==> config.mk <==
export PLATFORM = sky130hd
export DESIGN_NAME = ubg_break_idle_gen
export DESIGN_NICKNAME = d
export VERILOG_FILES = /design/src/shared/ubg_pkg.sv /design/src/shared/ubg_tick_if.sv /design/src/rtl/ubg_baud_div.sv /design/src/rtl/ubg_break_idle_gen.sv
export SDC_FILE = /design/constraint.sdc
export NUM_CORES = 1
export LEC_CHECK = 0
export ABC_AREA = 1
export BUFFER_PORTS_ARGS = -buffer_cell sky130_fd_sc_hd__buf_2
export CORE_MARGIN = 4
export CORE_UTILIZATION = 54
export DETAILED_ROUTE_END_ITERATION = 10
export MAX_ROUTING_LAYER = met4
export PLACE_DENSITY = 0.78
export SLEW_MARGIN = 0
export SYNTH_ARGS = -nofsm -noshare
export SYNTH_HDL_FRONTEND = slang
export SYNTH_HIERARCHICAL = 1
export SYNTH_SLANG_ARGS = --single-unit
==> constraint.sdc <==
create_clock -name clk_i -period 1.9 [get_ports clk_i]
set_clock_uncertainty 0.1 [all_clocks]
set_input_delay 0.38 -clock clk_i [delete_from_list [all_inputs] [get_ports clk_i]]
set_output_delay 0.38 -clock clk_i [all_outputs]
set_load 0.03 [all_outputs]
==> src/shared/ubg_pkg.sv <==
// Package of constants and types for the break and idle generator
package ubg_pkg;
  localparam int unsigned BRK_BITS_SHORT = 10;
  localparam int unsigned BRK_BITS_LONG = 11;
  localparam int unsigned IDLE_BITS_SHORT = 10;
  localparam int unsigned IDLE_BITS_LONG = 11;
  localparam int unsigned BAUD_DIV_DEF = 16'h0015;
  localparam int unsigned DIV_W = 16;
  localparam int unsigned BITCNT_W = 4;
  localparam logic LINE_IDLE = 1'b1;
  localparam logic LINE_BREAK = 1'b0;

  typedef enum logic [1:0] {
    UBG_FS_IDLE = 2'b00,
    UBG_FS_PRE = 2'b01,
    UBG_FS_BRK = 2'b10
  } ubg_state_t;

  // Frame length in bit periods for the character-length select
  function automatic logic [3:0] ubg_frame_bits(input logic long_sel, input logic is_brk);
    if (is_brk) begin
      ubg_frame_bits = long_sel ? 4'(BRK_BITS_LONG) : 4'(BRK_BITS_SHORT);
    end else begin
      ubg_frame_bits = long_sel ? 4'(IDLE_BITS_LONG) : 4'(IDLE_BITS_SHORT);
    end
  endfunction : ubg_frame_bits
endpackage : ubg_pkg

==> src/shared/ubg_tick_if.sv <==
// Interface carrying the bit-period tick between the divider and the generator
`timescale 1ns/1ps
interface ubg_tick_if;
  logic restart;
  logic tick;
  modport src (input restart, output tick);
  modport dst (output restart, input tick);
endinterface : ubg_tick_if

==> src/rtl/ubg_baud_div.sv <==
// Bit-period divider producing a one-cycle tick
`timescale 1ns/1ps
module ubg_baud_div
  import ubg_pkg::*;
#(
  parameter int unsigned DIV_W_P = DIV_W
) (
  input wire logic clk_i,
  input wire logic rstn_i,
  input wire logic [DIV_W_P-1:0] div_i,
  ubg_tick_if.src tk
);
  logic [DIV_W_P-1:0] cnt_ff;
  logic [DIV_W_P-1:0] nxt_cnt;
  wire logic at_end = (cnt_ff >= div_i - DIV_W_P'(1)) || (div_i == '0);

  // Restart aligns the first bit period with the frame start
  assign nxt_cnt = (tk.restart || at_end) ? '0 : cnt_ff + DIV_W_P'(1);

  always_ff @(posedge clk_i) begin
    if (!rstn_i) begin
      cnt_ff <= '0;
    end else begin
      cnt_ff <= nxt_cnt;
    end
  end

  assign tk.tick = at_end && !tk.restart;
endmodule : ubg_baud_div

==> src/rtl/ubg_break_idle_gen.sv <==
// Break and idle-line generator for an asynchronous transmitter
// Overview of operation
// [RULE1] Setting then clearing send_break_bit sends exactly one break character; the code sends none for a set cleared within an active break.
// [RULE2] A break lasts 10 bit periods with char_len_sel_i low and 11 with it high.
// [RULE3] While send_break_bit stays set, breaks are sent back to back.
// [RULE4] A low-then-high of transmitter_enable_bit queues one idle character first; the code sends a break first for a set in the cycle enable rises.
// [RULE5] An idle queued ahead of a break is sent immediately before that break.
// [RULE6] A break after an idle always has its nominal length, never extended.
// [RULE7] Software issues nothing between the idle request and the break request.
// [RULE8] A break holds the line low for its length; an idle holds it high one frame.
`timescale 1ns/1ps
module ubg_break_idle_gen
  import ubg_pkg::*;
#(
  parameter int unsigned BAUD_DIV = BAUD_DIV_DEF
) (
  input wire logic clk_i,
  input wire logic rstn_i,
  input wire logic send_break_bit_i,
  input wire logic transmitter_enable_bit_i,
  input wire logic char_len_sel_i,
  output logic tx_o,
  output logic busy_o,
  output logic break_active_o,
  output logic idle_active_o
);
  ////////////////////////////////////////////////////////////////////////////
  ubg_tick_if tk_if ();
  ubg_state_t state_ff;
  ubg_state_t nxt_state;
  logic [3:0] bit_cnt_ff;
  logic [3:0] nxt_bit_cnt;
  logic en_d_ff;
  logic idle_pend_ff;
  logic brk_seen_ff;
  logic tx_ff;
  logic busy_ff;
  logic brk_act_ff;
  logic idle_act_ff;

  ubg_baud_div #(.DIV_W_P(DIV_W)) u_div (
    .clk_i(clk_i),
    .rstn_i(rstn_i),
    .div_i(DIV_W'(BAUD_DIV)),
    .tk(tk_if.src)
  );

  ////////////////////////////////////////////////////////////////////////////
  wire logic en_rise = transmitter_enable_bit_i && !en_d_ff; // RULE4
  wire logic frame_last = tk_if.tick && (bit_cnt_ff == 4'h1);
  // A break request is the bit itself or a set pulse already caught
  wire logic brk_req = send_break_bit_i || brk_seen_ff; // RULE1
  wire logic idle_start = (state_ff == UBG_FS_IDLE) && idle_pend_ff; // RULE5
  wire logic brk_start = (state_ff == UBG_FS_IDLE) && !idle_pend_ff && brk_req;
  wire logic pre_to_brk = (state_ff == UBG_FS_PRE) && frame_last && brk_req; // RULE5
  wire logic brk_again = (state_ff == UBG_FS_BRK) && frame_last && send_break_bit_i; // RULE3
  // Frame length is latched at start so a late select change cannot stretch it
  wire logic load_brk = brk_start || pre_to_brk || brk_again; // RULE6
  assign tk_if.restart = idle_start || brk_start;

  always_comb begin
    nxt_state = state_ff;
    nxt_bit_cnt = bit_cnt_ff;
    if (idle_start) begin
      nxt_state = UBG_FS_PRE;
      nxt_bit_cnt = ubg_frame_bits(char_len_sel_i, 1'b0); // RULE8
    end else if (load_brk) begin
      nxt_state = UBG_FS_BRK;
      nxt_bit_cnt = ubg_frame_bits(char_len_sel_i, 1'b1); // RULE2
    end else if (tk_if.tick && (state_ff != UBG_FS_IDLE)) begin
      nxt_bit_cnt = bit_cnt_ff - 4'h1;
      if (bit_cnt_ff == 4'h1) begin
        nxt_state = UBG_FS_IDLE;
      end
    end
  end

  ////////////////////////////////////////////////////////////////////////////
  always_ff @(posedge clk_i) begin
    if (!rstn_i) begin
      state_ff <= UBG_FS_IDLE;
      bit_cnt_ff <= 4'h0;
      en_d_ff <= 1'b0;
      idle_pend_ff <= 1'b0;
      brk_seen_ff <= 1'b0;
      tx_ff <= LINE_IDLE;
      busy_ff <= 1'b0;
      brk_act_ff <= 1'b0;
      idle_act_ff <= 1'b0;
    end else begin
      state_ff <= nxt_state;
      bit_cnt_ff <= nxt_bit_cnt;
      en_d_ff <= transmitter_enable_bit_i;
      // A new toggle wins over the consume of an older one
      idle_pend_ff <= en_rise || (idle_pend_ff && !idle_start); // RULE4
      // Keeps a set that does not start a break at once, unless a break is already active, even one that meets an idle start
      brk_seen_ff <= (send_break_bit_i && !load_brk && !brk_act_ff)
        || (brk_seen_ff && !load_brk); // RULE1
      tx_ff <= (nxt_state == UBG_FS_BRK) ? LINE_BREAK : LINE_IDLE; // RULE8
      busy_ff <= (nxt_state != UBG_FS_IDLE);
      brk_act_ff <= (nxt_state == UBG_FS_BRK);
      idle_act_ff <= (nxt_state == UBG_FS_PRE);
    end
  end

  assign tx_o = tx_ff;
  assign busy_o = busy_ff;
  assign break_active_o = brk_act_ff;
  assign idle_active_o = idle_act_ff;
endmodule : ubg_break_idle_gen

# After elaboration in Yosys (flattened, before gate mapping)
# Index checks and enable logic that the tools add are counted.
[word_totals]
regBits = 29
ram_bits = 0
input_bits = 5
memories = 0
latchBits = 0
mem_bits_ro = 0
[classes]
n_div = 0
shift = 0
order_cmp = 1
bitwise = 1
eq_ne = 5
addsub = 2
n_mux = 9
n_reduce_logical = 33
multipliers = 0
[op_table]
columns = ["cell", "count"]
rows = [
  ["adder 16 x 1 -> 16 bit (second input constant)", 1],
  ["greater-or-equal comparator 16 x 5 -> 1 bit (second input constant)", 1],
  ["logical AND 1 bit", 15],
  ["2-to-1 mux 4 bit", 3],
  ["2-to-1 mux 2 bit", 4],
  ["logical OR 1 bit", 7],
  ["zero test 1 bit", 6],
  ["== test 2 x 1 -> 1 bit (second input constant)", 2],
  ["== test 2 bit (second input constant)", 2],
  ["== test 4 x 1 -> 1 bit (second input constant)", 1],
  ["nonzero test 2 bit", 2],
  ["subtractor 4 x 1 -> 4 bit (second input constant)", 1],
  ["nonzero test 3 bit", 1],
  ["zero test 2 bit", 1],
  ["2-to-1 mux 1 bit", 2],
  ["OR reduction 2 bit", 1],
  ["NOT 1 bit", 1],
]

# Longest topological paths before layout
# Gate-level depths: netlist of run 1.
[depth]
ltp_word = 15
depth_mapped = 23
ltp_nobuf = 23

# Hierarchy
# The synthesis of run 1 kept the hierarchy.
[modules_own_cells]
columns = ["module", "area_each_um2", "seq_area_each_um2", "instances", "cells_per_inst"]
rows = [
  ["ubg_baud_div", 1541.5, 320.3, 1, 224],
  ["ubg_break_idle_gen", 666.9, 260.2, 1, 86],
]

# Worst setup path before layout of run 1
# OpenSTA, ideal clock, no wires.
[synth_timing]
path_kind = "register to register"
start = "register u_div.cnt_ff[7]"
end = "register bit_cnt_ff[0]"
setup_slack_ns = -0.104
n_path_buf = 0
synth_period_minus_slack_ns = 2.004
stages_incl_launch_ff = 17
arrival_ns = 1.789
required_time_ns = 1.685
setup_time_ns = 0.115
cell_sequence = "dfxtp_1 -> ha_1 -> nand2_1 -> inv_1 -> nand2_1 -> nor2_1 -> nor2_1 -> nand2_1 -> nand2_1 -> a21oi_1 -> nand2_1 -> inv_1 -> nand2_1 -> nor2_2 -> nand2_4 -> a21oi_1 -> nor2_1"
[synth_via]
elab_chain_len = 9
elab_cells_between_ends = 13
cone_classes = "order compare (1); mux (2); reduce/logical (10)"
[synth_lines]
columns = ["element", "line_no", "source"]
rows = [
  ["from (decl)", "ubg_baud_div.sv:13", "logic [DIV_W_P-1:0] cnt_ff;"],
  ["from (signal assigned)", "ubg_baud_div.sv:24", "cnt_ff <= nxt_cnt;"],
  ["greater-or-equal comparator 16 x 5 -> 1 bit *", "ubg_baud_div.sv:15", "wire logic at_end = (cnt_ff >= div_i - DIV_W_P'(1)) || (div_i == '0);"],
  ["logical AND 1 bit *", "ubg_baud_div.sv:28", "assign tk.tick = at_end && !tk.restart;"],
  ["net tk_if.tick", "ubg_tick_if.sv:5", "logic tick;"],
  ["logical AND 1 bit", "ubg_break_idle_gen.sv:50", "wire logic frame_last = tk_if.tick && (bit_cnt_ff == 4'h1);"],
  ["logical AND 1 bit (2 in a row)", "ubg_break_idle_gen.sv:55", "wire logic pre_to_brk = (state_ff == UBG_FS_PRE) && frame_last && brk_req;"],
  ["logical OR 1 bit (2 in a row)", "ubg_break_idle_gen.sv:58", "wire logic load_brk = brk_start || pre_to_brk || brk_again;"],
  ["2-to-1 mux 4 bit", "ubg_break_idle_gen.sv:67", "end else if (load_brk) begin"],
  ["2-to-1 mux 4 bit", "ubg_break_idle_gen.sv:64", "if (idle_start) begin"],
  ["to (signal assigned)", "ubg_break_idle_gen.sv:92", "bit_cnt_ff <= nxt_bit_cnt;"],
  ["to (decl)", "ubg_break_idle_gen.sv:31", "logic [3:0] bit_cnt_ff;"],
]
# Mark *: on every way through the listed nets, which the timed path passes. The rest lies on a longest branch.
# A chain may end at the register's enable or synchronous reset.

# Final worst setup path of run 1
[layout_timing]
start = "register u_div.cnt_ff[6]"
end = "register bit_cnt_ff[0]"
# Same word-level chain as after synthesis.

==> results of run 1 <==
## power by group through the flow
| stage | clock network (mW) | registers (mW) | logic, mW |
|---|---|---|---|
| after CTS | 0.673 | 0.671 | 0.358 |
| final | 0.663 | 0.673 | 0.380 |
| after global routing | 0.699 | 0.676 | 0.436 |
| after global placement | 0 | 0.684 | 0.333 |
| after detailed placement | 0 | 0.685 | 0.339 |
| after floorplan | 0 | 0.706 | 0.253 |
## flip-flops by register name, summed over array words and instances (netlist names)
register / cells
bit_cnt_ff: 4
break_active_o: 1
brk_seen_ff: 1
busy_o: 1
en_d_ff: 1
idle_active_o: 1
idle_pend_ff: 1
state_ff: 2
tx_o: 1
u_div/cnt_ff: 16
## routing by layer
| layer | share of wire | up-vias |
|---|---|---|
| met5 | 0 | - |
| met1 | 0.41 | 835 |
| met3 | 0.039 | 12 |
| met4 | 0.031 | 0 |
| li1 | - | 1050 |
| met2 | 0.52 | 27 |
## worst max-delay path: stages, from the launching register on
cell	delay, ns
dfxtp_2	0.34
ha_4	0.26
nand2_2	0.05
inv_2	0.05
nand2_2	0.05
nor2_1	0.09
nor2_1	0.07
nand2_2	0.09
nand2_2	0.07
a21oi_2	0.15
nand2_1	0.07
inv_1	0.06
nand2_2	0.08
nor2_4	0.11
nand2_4	0.09
a21oi_2	0.13
nor2_1	0.05
## per-stage QoR
stage,util,area (um2)
global route,0.7500,2849
detailed placement,0.6815,2589
finish,0.7500,2849
floorplan,-,2351
CTS,0.7316,2779
global placement,0.6815,2589
## what timing repair did
action                     CTS  global route
setup buffers                1             1
pin swaps                   15            12
resized for setup           14            16
hold endpoints to repair     0             0
setup endpoints to repair   11            23
cloned                       0             0
## layout by cell type, fill, tap and decap left out, types with 3 or more instances in the layout
master,instances
inv_2,7
nor2_1,37
a21oi_1,5
clkbuf_8,6
dfxtp_1,21
nand3_2,3
nor2_2,13
buf_4,24
nand3_1,13
conb_1,35
dfxtp_2,8
inv_1,52
nand2_2,17
nor3_2,3
a21oi_2,3
nand4_1,4
nand2_1,52
nor2_4,5
ha_4,7
buf_2,8
nor3_1,3
xnor2_1,6
ha_1,13
xor2_1,21
## worst paths after layout
kind              slack [ns]                          to  cells after the start                        from
setup / recovery       -0.13  bit_cnt_ff[0]$_SDFFE_PN0P_                     16  u_div/cnt_ff[6]$_SDFF_PP0_
hold reg to reg         0.31     idle_pend_ff$_SDFF_PN0_                      1          en_d_ff$_SDFF_PN0_
setup reg to reg       -0.13  bit_cnt_ff[0]$_SDFFE_PN0P_                     16  u_div/cnt_ff[6]$_SDFF_PP0_
hold / removal          0.23          en_d_ff$_SDFF_PN0_                      3    transmitter_enable_bit_i
## cells by family (layout without fill, tap and decap cells)
group	Yosys count	count (layout)
simple gates	156	156
buf+inv	61	99
flops	29	29
xor+xnor	27	27
fa+ha+maj	20	20
compound gates	15	15
other cells	2	35
## cell type report
| class | count | area, um2 | area share |
|---|---|---|---|
| clock buffers | 7 | 86.33 | 0.03030 |
| inverters | 59 | 221.5 | 0.07773 |
| well taps | 48 | 60.06 | 0.02108 |
| flip-flops and latches | 29 | 590.6 | 0.2073 |
| clock inverters | 1 | 30.03 | 0.01054 |
| repair buffers | 32 | 220.2 | 0.07729 |
| multi-input cells | 253 | 1640 | 0.5758 |
==> summary.txt, run 1 <==
Power
  – Sw Pwr: ~0.50 mW
  – Power share of the combinational group: 0.221
  – Reg power frac: 0.392
  – Clk pwr share: 0.387
  – Leak pwr: 1.410 nW
  – Power Dens Cells: 602.1 nW/um2
  – Sw Ratio: 0.2891
  – Design Power: 1.715 mW
  – Internal power: 1.219 mW
  – VDD IR max: roughly 0.35 mV

Placed design
  – Port Buffers: 8
  – RD Place Congestion: 0.8188
  – Setup WS pre-CTS: -0.1619 ns
  – DPL Wire Length: 3.350 mm
  – Post-placement cell count: 419

Logic synthesis
  – Area leader, netlist: dfxtp_1
  – Post-Synth XOR/XNOR Area: 0.1071
  – EDFF count, synth: 0
  – Syn avg cell area: 7.124 um2
  – Synth top area share: 0.2629
  – Adder-cell area share of the yosys netlist: 0.1133
  – Top-count cell post-synth: nand2_1
  – Yosys cell types: 32
  – Post-synthesis simple-gate area fraction: 0.3518
  – Yosys reg bits: 29
  – Synth Flop Type: dfxtp_1
  – Synth Area in Compound Gates: 0.04873
  – Ys Warns: 6
  – Main area contributors after synthesis: dfxtp_1, ha_1, nand2_1, inv_1, xor2_1
  – Sequential area share after synthesis: 0.2629
  – Mux cell area share after synthesis: 0
  – Post-synthesis async set-or-reset flop share: 0
  – Synth Cell Area: 2208 um2
  – Synth cell count leaders: nand2_1, inv_1, nor2_1, dfxtp_1, xor2_1
  – Largest family of logic cells by synthesized area: simple AND/OR/NAND/NOR gates
  – Post-synthesis cell count: 310

Timing
  – Final setup viols: 26
  – Setup TNS Final: -1.504 ns
  – Final hold violation count: 0
  – Fin crit share: 1.070
  – WHS: around 0.23 ns
  – Crit path time final: 2.033 ns
  – RSZ-0062 raised after global routing: yes
  – Slew Limit Fails: 0
  – Fmax: roughly 490 MHz
  – Worst Slack Setup Final: -0.1327 ns

Worst setup path
  – Crit Path Class: reg -> reg
  – Worst Setup End Kind: flop
  – Data required, critical path: around 2.0 ns
  – Worst-path maximum fanout: 6
  – CP Data Arrival Time: 2.11 ns
  – Crit path launch type: flop

Global routing
  – Grt peak-use layer: met2
  – Total GRT Usage: 0.1977
  – GR Util met1: 0.2199
  – GRT overflow: 0
  – Number of global-route vias before repair: 1869
  – Largest net degree at the start of global routing: 17
  – Met3 usage: 0.04709
  – Initial antenna violation count: 0
  – Global-route wire length before repair: between 7 and 8 mm
  – M2 GR Usage: 0.3347

Status
  – Status: finished with violations
  – Failing checks: setup timing

Drt
  – Post-Route WL: approximately 4.6 mm
  – Vias/cell: 4.485
  – Via count: 1924
  – Iter 0 DRT Violations: 60
  – Wire per inst: 10.72 um
  – Pre-antenna DRT Iters: 5
  – Antenna viol nets, final: 0
  – DR DRC count: 0

Floorplan
  – Row cnt: 22
  – Core Box Area: 3799 um2
  – Initial Util: 0.5814
  – Die W: 71.95 um
  – IO Count: 9
  – DIE HEIGHT: 71.95 um
  – Die area: 5177 um2

Clocking
  – Clk Latency, worst-skew pair: 0.28 ns
  – CTS Buffer Depth: 2
  – CTS tree: done
  – H-tree levels: 2
  – Total CTS buffers: 5
  – Clock Sink Count: 29
  – CTS clock-pin slew for the worst setup and hold paths: 0.06 ns
  – Root Buffer: clkbuf_8
  – Hold_buf cts: 0

Cells and area
  – N_diodes: 0
  – Post-route insts no fill: 429
  – Layout fillers: approximately 290
  – Share of layout cells above drive strength 1: 0.2940
  – P&R area growth vs syn: 29.01%
  – Layout Nets: 405

Job
  – Max_cap viols: 0

Min path
  – HP Class: in -> reg
Note: power is estimated with default switching activity, not from simulation.
==> inputs of run 2 (changes only) <==
--- a/config.mk
+++ b/config.mk
@@ -7,7 +7,7 @@
 export LEC_CHECK = 0
 export ABC_AREA = 1
 export BUFFER_PORTS_ARGS = -buffer_cell sky130_fd_sc_hd__buf_2
-export CORE_MARGIN = 4
+export CORE_MARGIN = 3
 export CORE_UTILIZATION = 54
 export DETAILED_ROUTE_END_ITERATION = 10
 export MAX_ROUTING_LAYER = met4
==> run 2 against run 1 <==
  * The run still ends with setup timing left
  * Die area is 5.5% lower
  * Sequential share of layout area decreased by 0.36 points
  * Clock power rose by 0.9%
  * Cell area up 1.1%
  * Worst setup slack worse by 0.036 ns
  * Via count up 1.6%
  * Power up 1.4%
  * Worst hold slack got worse by 0.0088 ns
  * Register-to-register slack lost 0.04 ns
==> summary.txt, run 2 (synthesis results as in run 1) <==
Cells and area
  – Post-route cell area: 2880 um2 (was 2849 um2)
  – Max reg flops: 16 (unchanged)
  – Share of layout cells above drive strength 1: 0.2984 (was 0.2940)
  – N_diodes: 0 (unchanged)
  – Layout Nets: 406 (was 405)
  – Layout Utilization: 0.7582 (was 0.7500)
  – Top reg by flops: u_div/cnt_ff (unchanged)
  – P&R area growth vs syn: 30.42% (was 29.01%)
  – Most frequent cells in the layout: inv_1, nand2_1, nor2_1, conb_1, buf_4 (was inv_1, nand2_1, nor2_1)
  – Biggest regs: u_div/cnt_ff: 16 flops, bit_cnt_ff: 4 flops, state_ff: 2 flops (unchanged)
  – Post-route insts no fill: 430 (was 429)

Drt
  – Post-Route WL: 4.564 mm (was 4.599 mm)
  – Wire per inst: 10.61 um (was 10.72 um)
  – Via count: 1955 (was 1924)
  – Antenna viol nets, final: 0 (unchanged)
  – DR DRC count: 0 (unchanged)
  – Iter 0 DRT Violations: 67 (was 60)
  – Vias/cell: 4.547 (was 4.485)
  – Pre-antenna DRT Iters: 6 (was 5)

Floorplan
  – Die W: 69.95 um (was 71.95 um)
  – IO Count: 9 (unchanged)
  – Row cnt: 22 (unchanged)
  – Initial Util: 0.5814 (unchanged)
  – DIE HEIGHT: 69.95 um (was 71.95 um)
  – Die area: 4893 um2 (was 5177 um2)
  – Core Box Area: 3799 um2 (unchanged)

Status
  – Failing checks: setup timing (unchanged)
  – Status: finished with violations (unchanged)

Global routing
  – GRT overflow: 0 (unchanged)
  – Number of global-route vias before repair: 1909 (was 1869)
  – Total GRT Usage: 0.2121 (was 0.1977)
  – Largest net degree at the start of global routing: 17 (unchanged)
  – Initial antenna violation count: 0 (unchanged)
  – Global-route wire length before repair: 8.128 mm (was 7.797 mm)

Power
  – Power Dens Cells: 603.8 nW/um2 (was 602.1 nW/um2)
  – VDD IR max: 0.5587 mV (was 0.3469 mV)
  – Design Power: 1.739 mW (was 1.715 mW)
  – Leak pwr: 1.429 nW (was 1.410 nW)

Worst setup path
  – CP Data Arrival Time: 2.15 ns (was 2.11 ns)
  – Crit Path Class: reg -> reg (unchanged)
  – R2R Setup Slk: -0.17 ns (was -0.13 ns)
  – Data required, critical path: 1.98 ns (about the same)
  – Worst-path maximum fanout: 6 (unchanged)
  – R2R cell count: 16 (unchanged)
  – Crit path launch type: flop (unchanged)
  – Critical path endpoint: busy_o$_SDFF_PN0_ (was bit_cnt_ff[0]$_SDFFE_PN0P_)
  – Reg-to-Reg End: busy_o$_SDFF_PN0_ (was bit_cnt_ff[0]$_SDFFE_PN0P_)
  – Reg2reg start: u_div/cnt_ff[7]$_SDFF_PP0_ (was u_div/cnt_ff[6]$_SDFF_PP0_)
  – Worst Setup End Kind: flop (unchanged)
  – Setup crit start: u_div/cnt_ff[7]$_SDFF_PP0_ (was u_div/cnt_ff[6]$_SDFF_PP0_)

Placed design
  – Port Buffers: 8 (unchanged)
  – RD Place Congestion: 0.8392 (was 0.8188)
  – DPL Wire Length: 3.347 mm (was 3.350 mm)
  – DP Area: 2574 um2 (was 2589 um2)
  – Setup WS pre-CTS: -0.1617 ns (was -0.1619 ns)
  – Post-placement cell count: 417 (was 419)

Timing
  – Slew Limit Fails: 0 (unchanged)
  – Crit path time final: 2.069 ns (was 2.033 ns)
  – Fmax: 483.3 MHz (was 491.9 MHz)
  – Final hold violation count: 0 (unchanged)
  – Fin crit share: 1.089 (was 1.070)
  – Final setup viols: 11 (was 26)
  – RSZ-0062 raised after global routing: yes (unchanged)
  – Worst Slack Setup Final: -0.1692 ns (was -0.1327 ns)

Clocking
  – H-tree levels: 2 (unchanged)
  – CTS clock-pin slew for the worst setup and hold paths: 0.06 ns (about the same)
  – CTS tree: done (unchanged)
  – Clock Sink Count: 29 (unchanged)
  – Hold_buf cts: 0 (unchanged)
  – Root Buffer: clkbuf_8 (unchanged)
  – Clk Latency, worst-skew pair: 0.29 ns (was 0.28 ns)
  – Total CTS buffers: 5 (unchanged)
  – CTS Buffer Depth: 2 (unchanged)

Min path
  – HP Class: in -> reg (unchanged)
  – Worst hold path depth: 3 (unchanged)

Job
  – Max_cap viols: 0 (unchanged)
-- run 2: changes by cell type in the layout (fill, tap and decap cells not counted), sizes merged --
cell,delta
buf,+1
-- run 2: through the flow --
stage,hold slack [ns],TNS (ns)
after global routing,0.2280,-3.537
final,0.2172,-1.335
after detailed placement,0.3251,-1.368
after floorplan,0.3038,-0.001449
after CTS,0.2135,-1.328
after global placement,0.3097,-0.8587
-- run 2: how the worst min path moves through the flow --
stage               slack [ns]                       to                      from
finish                    0.22       en_d_ff$_SDFF_PN0_  transmitter_enable_bit_i
global route              0.23       en_d_ff$_SDFF_PN0_  transmitter_enable_bit_i
CTS                       0.21       en_d_ff$_SDFF_PN0_  transmitter_enable_bit_i
detailed placement        0.33  idle_pend_ff$_SDFF_PN0_        en_d_ff$_SDFF_PN0_
global placement          0.31  idle_pend_ff$_SDFF_PN0_        en_d_ff$_SDFF_PN0_
floorplan                 0.30  idle_pend_ff$_SDFF_PN0_        en_d_ff$_SDFF_PN0_
-- run 2: area by class of cell --
cell class / count / area, um2
clock buffers: 7 / 86.33
clock inverters: 1 / 30.03
fillers: 277 / 918.4
inverters: 59 / 221.5
multi-input cells: 253 / 1668
flip-flops and latches: 29 / 586.8
well taps: 48 / 60.06
repair buffers: 33 / 227.7
-- run 2: layer usage --
layer  vias up  part of all wire  track usage
li1       1050                 -            -
met1       861              0.45       0.2467
met2        33              0.49       0.3494
met3        11             0.034      0.06187
met4         0             0.020      0.07234
met5         -                 0            -
-- run 2: critical path, cell delays in order (launching register included) --
cell and delay, ns:
dfxtp_2 0.34, ha_4 0.20, buf_4 0.13, a21oi_1 0.15, nand2_1 0.07, nor2_1 0.12
nand2_2 0.08, nand2_2 0.11, a21oi_4 0.07, nand2_1 0.06, inv_1 0.04, nand2_2 0.09
nor2_4 0.04, nand2_4 0.11, nand3_4 0.10, nand2_2 0.07, nand2_1 0.05
-- run 2: where the power goes --
group | switching [mW] | total, mW | internal, mW
logic | 0.245 | 0.398 | 0.153
clock network | 0.242 | 0.669 | 0.427
registers | 0.0266 | 0.672 | 0.646
total | 0.513 | 1.74 | 1.23
-- run 2: repair_timing --
| item | 4_1_cts | 5_1_grt |
|---|---|---|
| setup endpoints to repair | 11 | 11 |
| gates resized for setup | 23 | 11 |
| pin swaps | 19 | 11 |
| setup buffers | 3 | 2 |
| endpoints found under the hold margin | 0 | 0 |
==> inputs of run 3 (changes only) <==
--- a/config.mk
+++ b/config.mk
@@ -8,12 +8,11 @@
 export ABC_AREA = 1
 export BUFFER_PORTS_ARGS = -buffer_cell sky130_fd_sc_hd__buf_2
 export CORE_MARGIN = 3
-export CORE_UTILIZATION = 54
+export CORE_UTILIZATION = 51
 export DETAILED_ROUTE_END_ITERATION = 10
 export MAX_ROUTING_LAYER = met4
-export PLACE_DENSITY = 0.78
+export PLACE_DENSITY = 0.76
 export SLEW_MARGIN = 0
 export SYNTH_ARGS = -nofsm -noshare
 export SYNTH_HDL_FRONTEND = slang
-export SYNTH_HIERARCHICAL = 1
 export SYNTH_SLANG_ARGS = --single-unit
==> run 3 against run 2 <==
  * The flow now finishes without violations
  * Synthesized area decreased by 49%
  * Largest cell class is now flip-flops and latches
  * Register-to-register slack gained 0.57 ns
  * Count of clock-buffer cells in the layout is the same
  * Die area is 43% lower
  * Critical endpoint is now bit_cnt_ff[3]$_SDFFE_PN0P_
  * Core utilization shrank 12 points
  * Worst setup slack gained 0.57 ns
  * Via count decreased by 58%
  * Sequential share of layout area is 25 points higher
  * First-iteration DRC count shrank 78%
  * Largest power group unchanged
  * Sequential power grew 4.3%
  * Cell count is 58% lower
==> summary.txt, run 3 <==
Status
  – Status: finished, final reports clean (was finished with violations)

Worst setup path
  – Crit path launch type: flop (unchanged)
  – Crit Path Class: reg -> reg (unchanged)
  – Data required, critical path: 2.02 ns (was 1.98 ns)
  – Cells along the critical path: nor2_2 -> inv_2 -> a21oi_2 -> inv_1 -> nand2_4 -> nand2_1 -> nand2_1 -> nand3_1 -> nand2_1 -> inv_1 (was ha_4 -> buf_4 -> a21oi_1 -> nand2_1 -> nor2_1 -> nand2_2 -> nand2_2 -> a21oi_4 -> nand2_1 -> inv_1 -> nand2_2 -> nor2_4 -> nand2_4 -> nand3_4 -> nand2_2 -> nand2_1)
  – WP buf/inv: 3 (was 2)
  – Worst-path maximum fanout: 8 (was 6)
  – CP Data Arrival Time: 1.63 ns (was 2.15 ns)
  – Worst Setup End Kind: flop (unchanged)
  – CP max stage delay: 0.34 ns (about the same)
  – CP max-delay cell: dfxtp_1 (was dfxtp_2)
  – Most used cell, CP: nand2_1 (was nand2_2)
  – Crit-path leading delay family: simple AND/OR/NAND/NOR gates (unchanged)

Cells and area
  – Layout Nets: 163 (was 406)
  – Share of layout cells above drive strength 1: 0.2194 (was 0.2984)
  – N_diodes: 0 (unchanged)
  – Commonest non-fill, non-tap cell in the layout: dfxtp_1
  – Most frequent cells in the layout: dfxtp_1, nand2_1, inv_1 (was inv_1, nand2_1, nor2_1, conb_1, buf_4)
  – Biggest regs: u_div.cnt_ff: 16 flops, bit_cnt_ff: 4 flops, state_ff: 2 flops (was u_div/cnt_ff: 16 flops, bit_cnt_ff: 4 flops, state_ff: 2 flops)
  – P&R area growth vs syn: 15.55% (was 30.42%)
  – Post-route insts no fill: 182 (was 430)
  – Top reg by flops: u_div.cnt_ff (was u_div/cnt_ff)
  – Max reg flops: 16 (unchanged)

Power
  – VDD IR max: 0.6883 mV (was 0.5587 mV)
  – Sw Ratio: 0.3019 (was 0.2952)
  – Power Dens Cells: 1090 nW/um2 (was 603.8 nW/um2)
  – Leak pwr: 0.6311 nW (was 1.429 nW)
  – Reg power frac: 0.498 (was 0.387)
  – Sw Pwr: 0.4255 mW (was 0.5135 mW)
  – Clk pwr share: 0.294 (was 0.384)
  – Power share of the combinational group: 0.208 (was 0.229)
  – Internal power: 0.9839 mW (was 1.226 mW)

Global routing
  – Total GRT Usage: 0.1600 (was 0.2121)
  – Number of global-route vias before repair: 745 (was 1909)
  – GRT overflow: 0 (unchanged)
  – Largest net degree at the start of global routing: 10 (was 17)
  – Global-route wire length before repair: 2.980 mm (was 8.128 mm)
  – Initial antenna violation count: 0 (unchanged)

Floorplan
  – Die area: 2791 um2 (was 4893 um2)
  – Row cnt: 16 (was 22)
  – DIE HEIGHT: 52.83 um (was 69.95 um)
  – IO Count: 9 (unchanged)
  – Die W: 52.83 um (was 69.95 um)
  – Core Box Area: 2022 um2 (was 3799 um2)
  – Initial Util: 0.5532 (was 0.5814)

Logic synthesis
  – Syn avg cell area: 8.604 um2 (was 7.124 um2)
  – Yosys cell types: 27 (was 32)
  – Yosys reg bits: 29 (unchanged)
  – Top-count cell post-synth: dfxtp_1 (was nand2_1)
  – Synth cell count leaders: dfxtp_1, nand2_1, inv_1, nor2_1, nand3_1 (was nand2_1, inv_1, nor2_1, dfxtp_1, xor2_1)
  – Ys Warns: 0 (was 6)
  – Post-synthesis cell count: 130 (was 310)
  – Sequential area share after synthesis: 0.5190 (was 0.2629)
  – Synth top area share: 0.5190 (was 0.2629)
  – Post-synthesis async set-or-reset flop share: 0 (unchanged)
  – Main area contributors after synthesis: dfxtp_1, nand2_1, inv_1, ha_1, nor2_1 (was dfxtp_1, ha_1, nand2_1, inv_1, xor2_1)
  – Area leader, netlist: dfxtp_1 (unchanged)
  – Synth Flop Type: dfxtp_1 (unchanged)
  – Synth Cell Area: 1119 um2 (was 2208 um2)
  – EDFF count, synth: 0 (unchanged)

Timing
  – Fin crit share: 0.7912 (was 1.089)
  – Setup TNS Final: 0 ns (was -1.335 ns)
  – Final setup viols: 0 (was 11)
  – Crit path time final: 1.503 ns (was 2.069 ns)
  – WHS: 0.1558 ns (was 0.2172 ns)
  – Slew Limit Fails: 0 (unchanged)
  – Final hold violation count: 0 (unchanged)
  – RSZ-0062 raised after global routing: no (was yes)
  – Fmax: 665.2 MHz (was 483.3 MHz)

Job
  – Max_cap viols: 0 (unchanged)

Clocking
  – Post-CTS Setup Inserts: 0 (was 3)
  – Hold_buf cts: 0 (unchanged)
  – Post-CTS Resized: 0 (was 23)
  – CTS tree: done (unchanged)
  – H-tree levels: 2 (unchanged)
  – CTS clock-pin slew for the worst setup and hold paths: 0.09 ns (was 0.06 ns)
  – Clk Latency, worst-skew pair: 0.32 ns (was 0.29 ns)
  – Clock Sink Count: 29 (unchanged)
  – CTS Buffer Depth: 2 (unchanged)
  – Root Buffer: clkbuf_4 (was clkbuf_8)
  – Total CTS buffers: 5 (unchanged)

Drt
  – Antenna viol nets, final: 0 (unchanged)
  – Post-Route WL: 1.680 mm (was 4.564 mm)
  – Iter 0 DRT Violations: 15 (was 67)
  – Via count: 825 (was 1955)
  – Vias/cell: 4.533 (was 4.547)
  – DR DRC count: 0 (unchanged)
  – Wire per inst: 9.231 um (was 10.61 um)
  – Pre-antenna DRT Iters: 4 (was 6)

Placed design
  – Port Buffers: 8 (unchanged)
  – DPL Wire Length: 1.274 mm (was 3.347 mm)
  – Post-placement cell count: 174 (was 417)
  – RD Place Congestion: 0.7410 (was 0.8392)

Min path
  – HP Class: in -> reg (unchanged)
-- run 3: layout make-up --
type / count / area (um2)
Timing Repair Buffer: 8 / 40.04
Clock buffer: 7 / 65.06
Fill cell: 184 / 729.5
Multi-Input combinational cell: 88 / 485.5
Sequential cell: 29 / 580.6
Tap cell: 27 / 33.78
Clock inverter: 1 / 5.005
Inverter: 22 / 82.58
-- run 3: worst reg2reg max path: cells and delay by family (launching register included) --
kind | cells | cell delay, ns
AND/OR/NAND/NOR | 6 | 0.56
flip-flops | 1 | 0.34
buffers and inverters | 3 | 0.25
AO/OA/AOI/OAI | 1 | 0.15
-- run 3: cells by family (layout without fill, tap and decap cells) --
logic type / count (synthesis) / in the layout / share of synthesized area
compound gates: 12 / 12 / 0.07047
xor+xnor: 1 / 1 / 0.007831
fa+ha+maj: 4 / 4 / 0.04474
buf+inv: 23 / 38 / 0.08053
flops: 29 / 29 / 0.5190
other cells: 1 / 11 / 0.003352
simple gates: 60 / 60 / 0.2740
-- run 3: metrics by stage --
step	utilization	total power [mW]	setup WS, ns	cell area [um2]
after global routing	0.6392	1.507	0.2729	1292
after global placement	0.6046	0.9967	0.4407	1222
final	0.6392	1.409	0.3967	1292
after floorplan	-	0.9483	0.5778	1156
after CTS	0.6392	1.427	0.4237	1292
after detailed placement	0.6046	1.008	0.3717	1222
-- run 3: final timing paths --
path	startpoint	end	slack, ns	cells past startpoint
min reg2reg	en_d_ff$_SDFF_PN0_	idle_pend_ff$_SDFF_PN0_	0.33	1
max	state_ff[1]$_SDFF_PN0_	bit_cnt_ff[3]$_SDFFE_PN0P_	0.40	10
min	transmitter_enable_bit_i	en_d_ff$_SDFF_PN0_	0.16	3
max reg2reg	state_ff[1]$_SDFF_PN0_	bit_cnt_ff[3]$_SDFFE_PN0P_	0.40	10
-- run 3: metal layers --
metal  share of wire  routed length [um]  global-route usage
met5               0                   0                   -
met1            0.48                 800              0.1813
met2            0.44                 746              0.2231
met3           0.054                  91             0.07692
met4           0.026                  43              0.1021
-- run 3: power by group through the flow --
stage	Clock [mW]	Sequential [mW]	Combinational, mW
3_3_place_gp	0	0.714	0.282
4_1_cts	0.432	0.702	0.294
5_1_grt	0.465	0.710	0.333
3_5_place_dp	0	0.715	0.293
6_report	0.415	0.701	0.293
2_1_floorplan	0	0.741	0.208
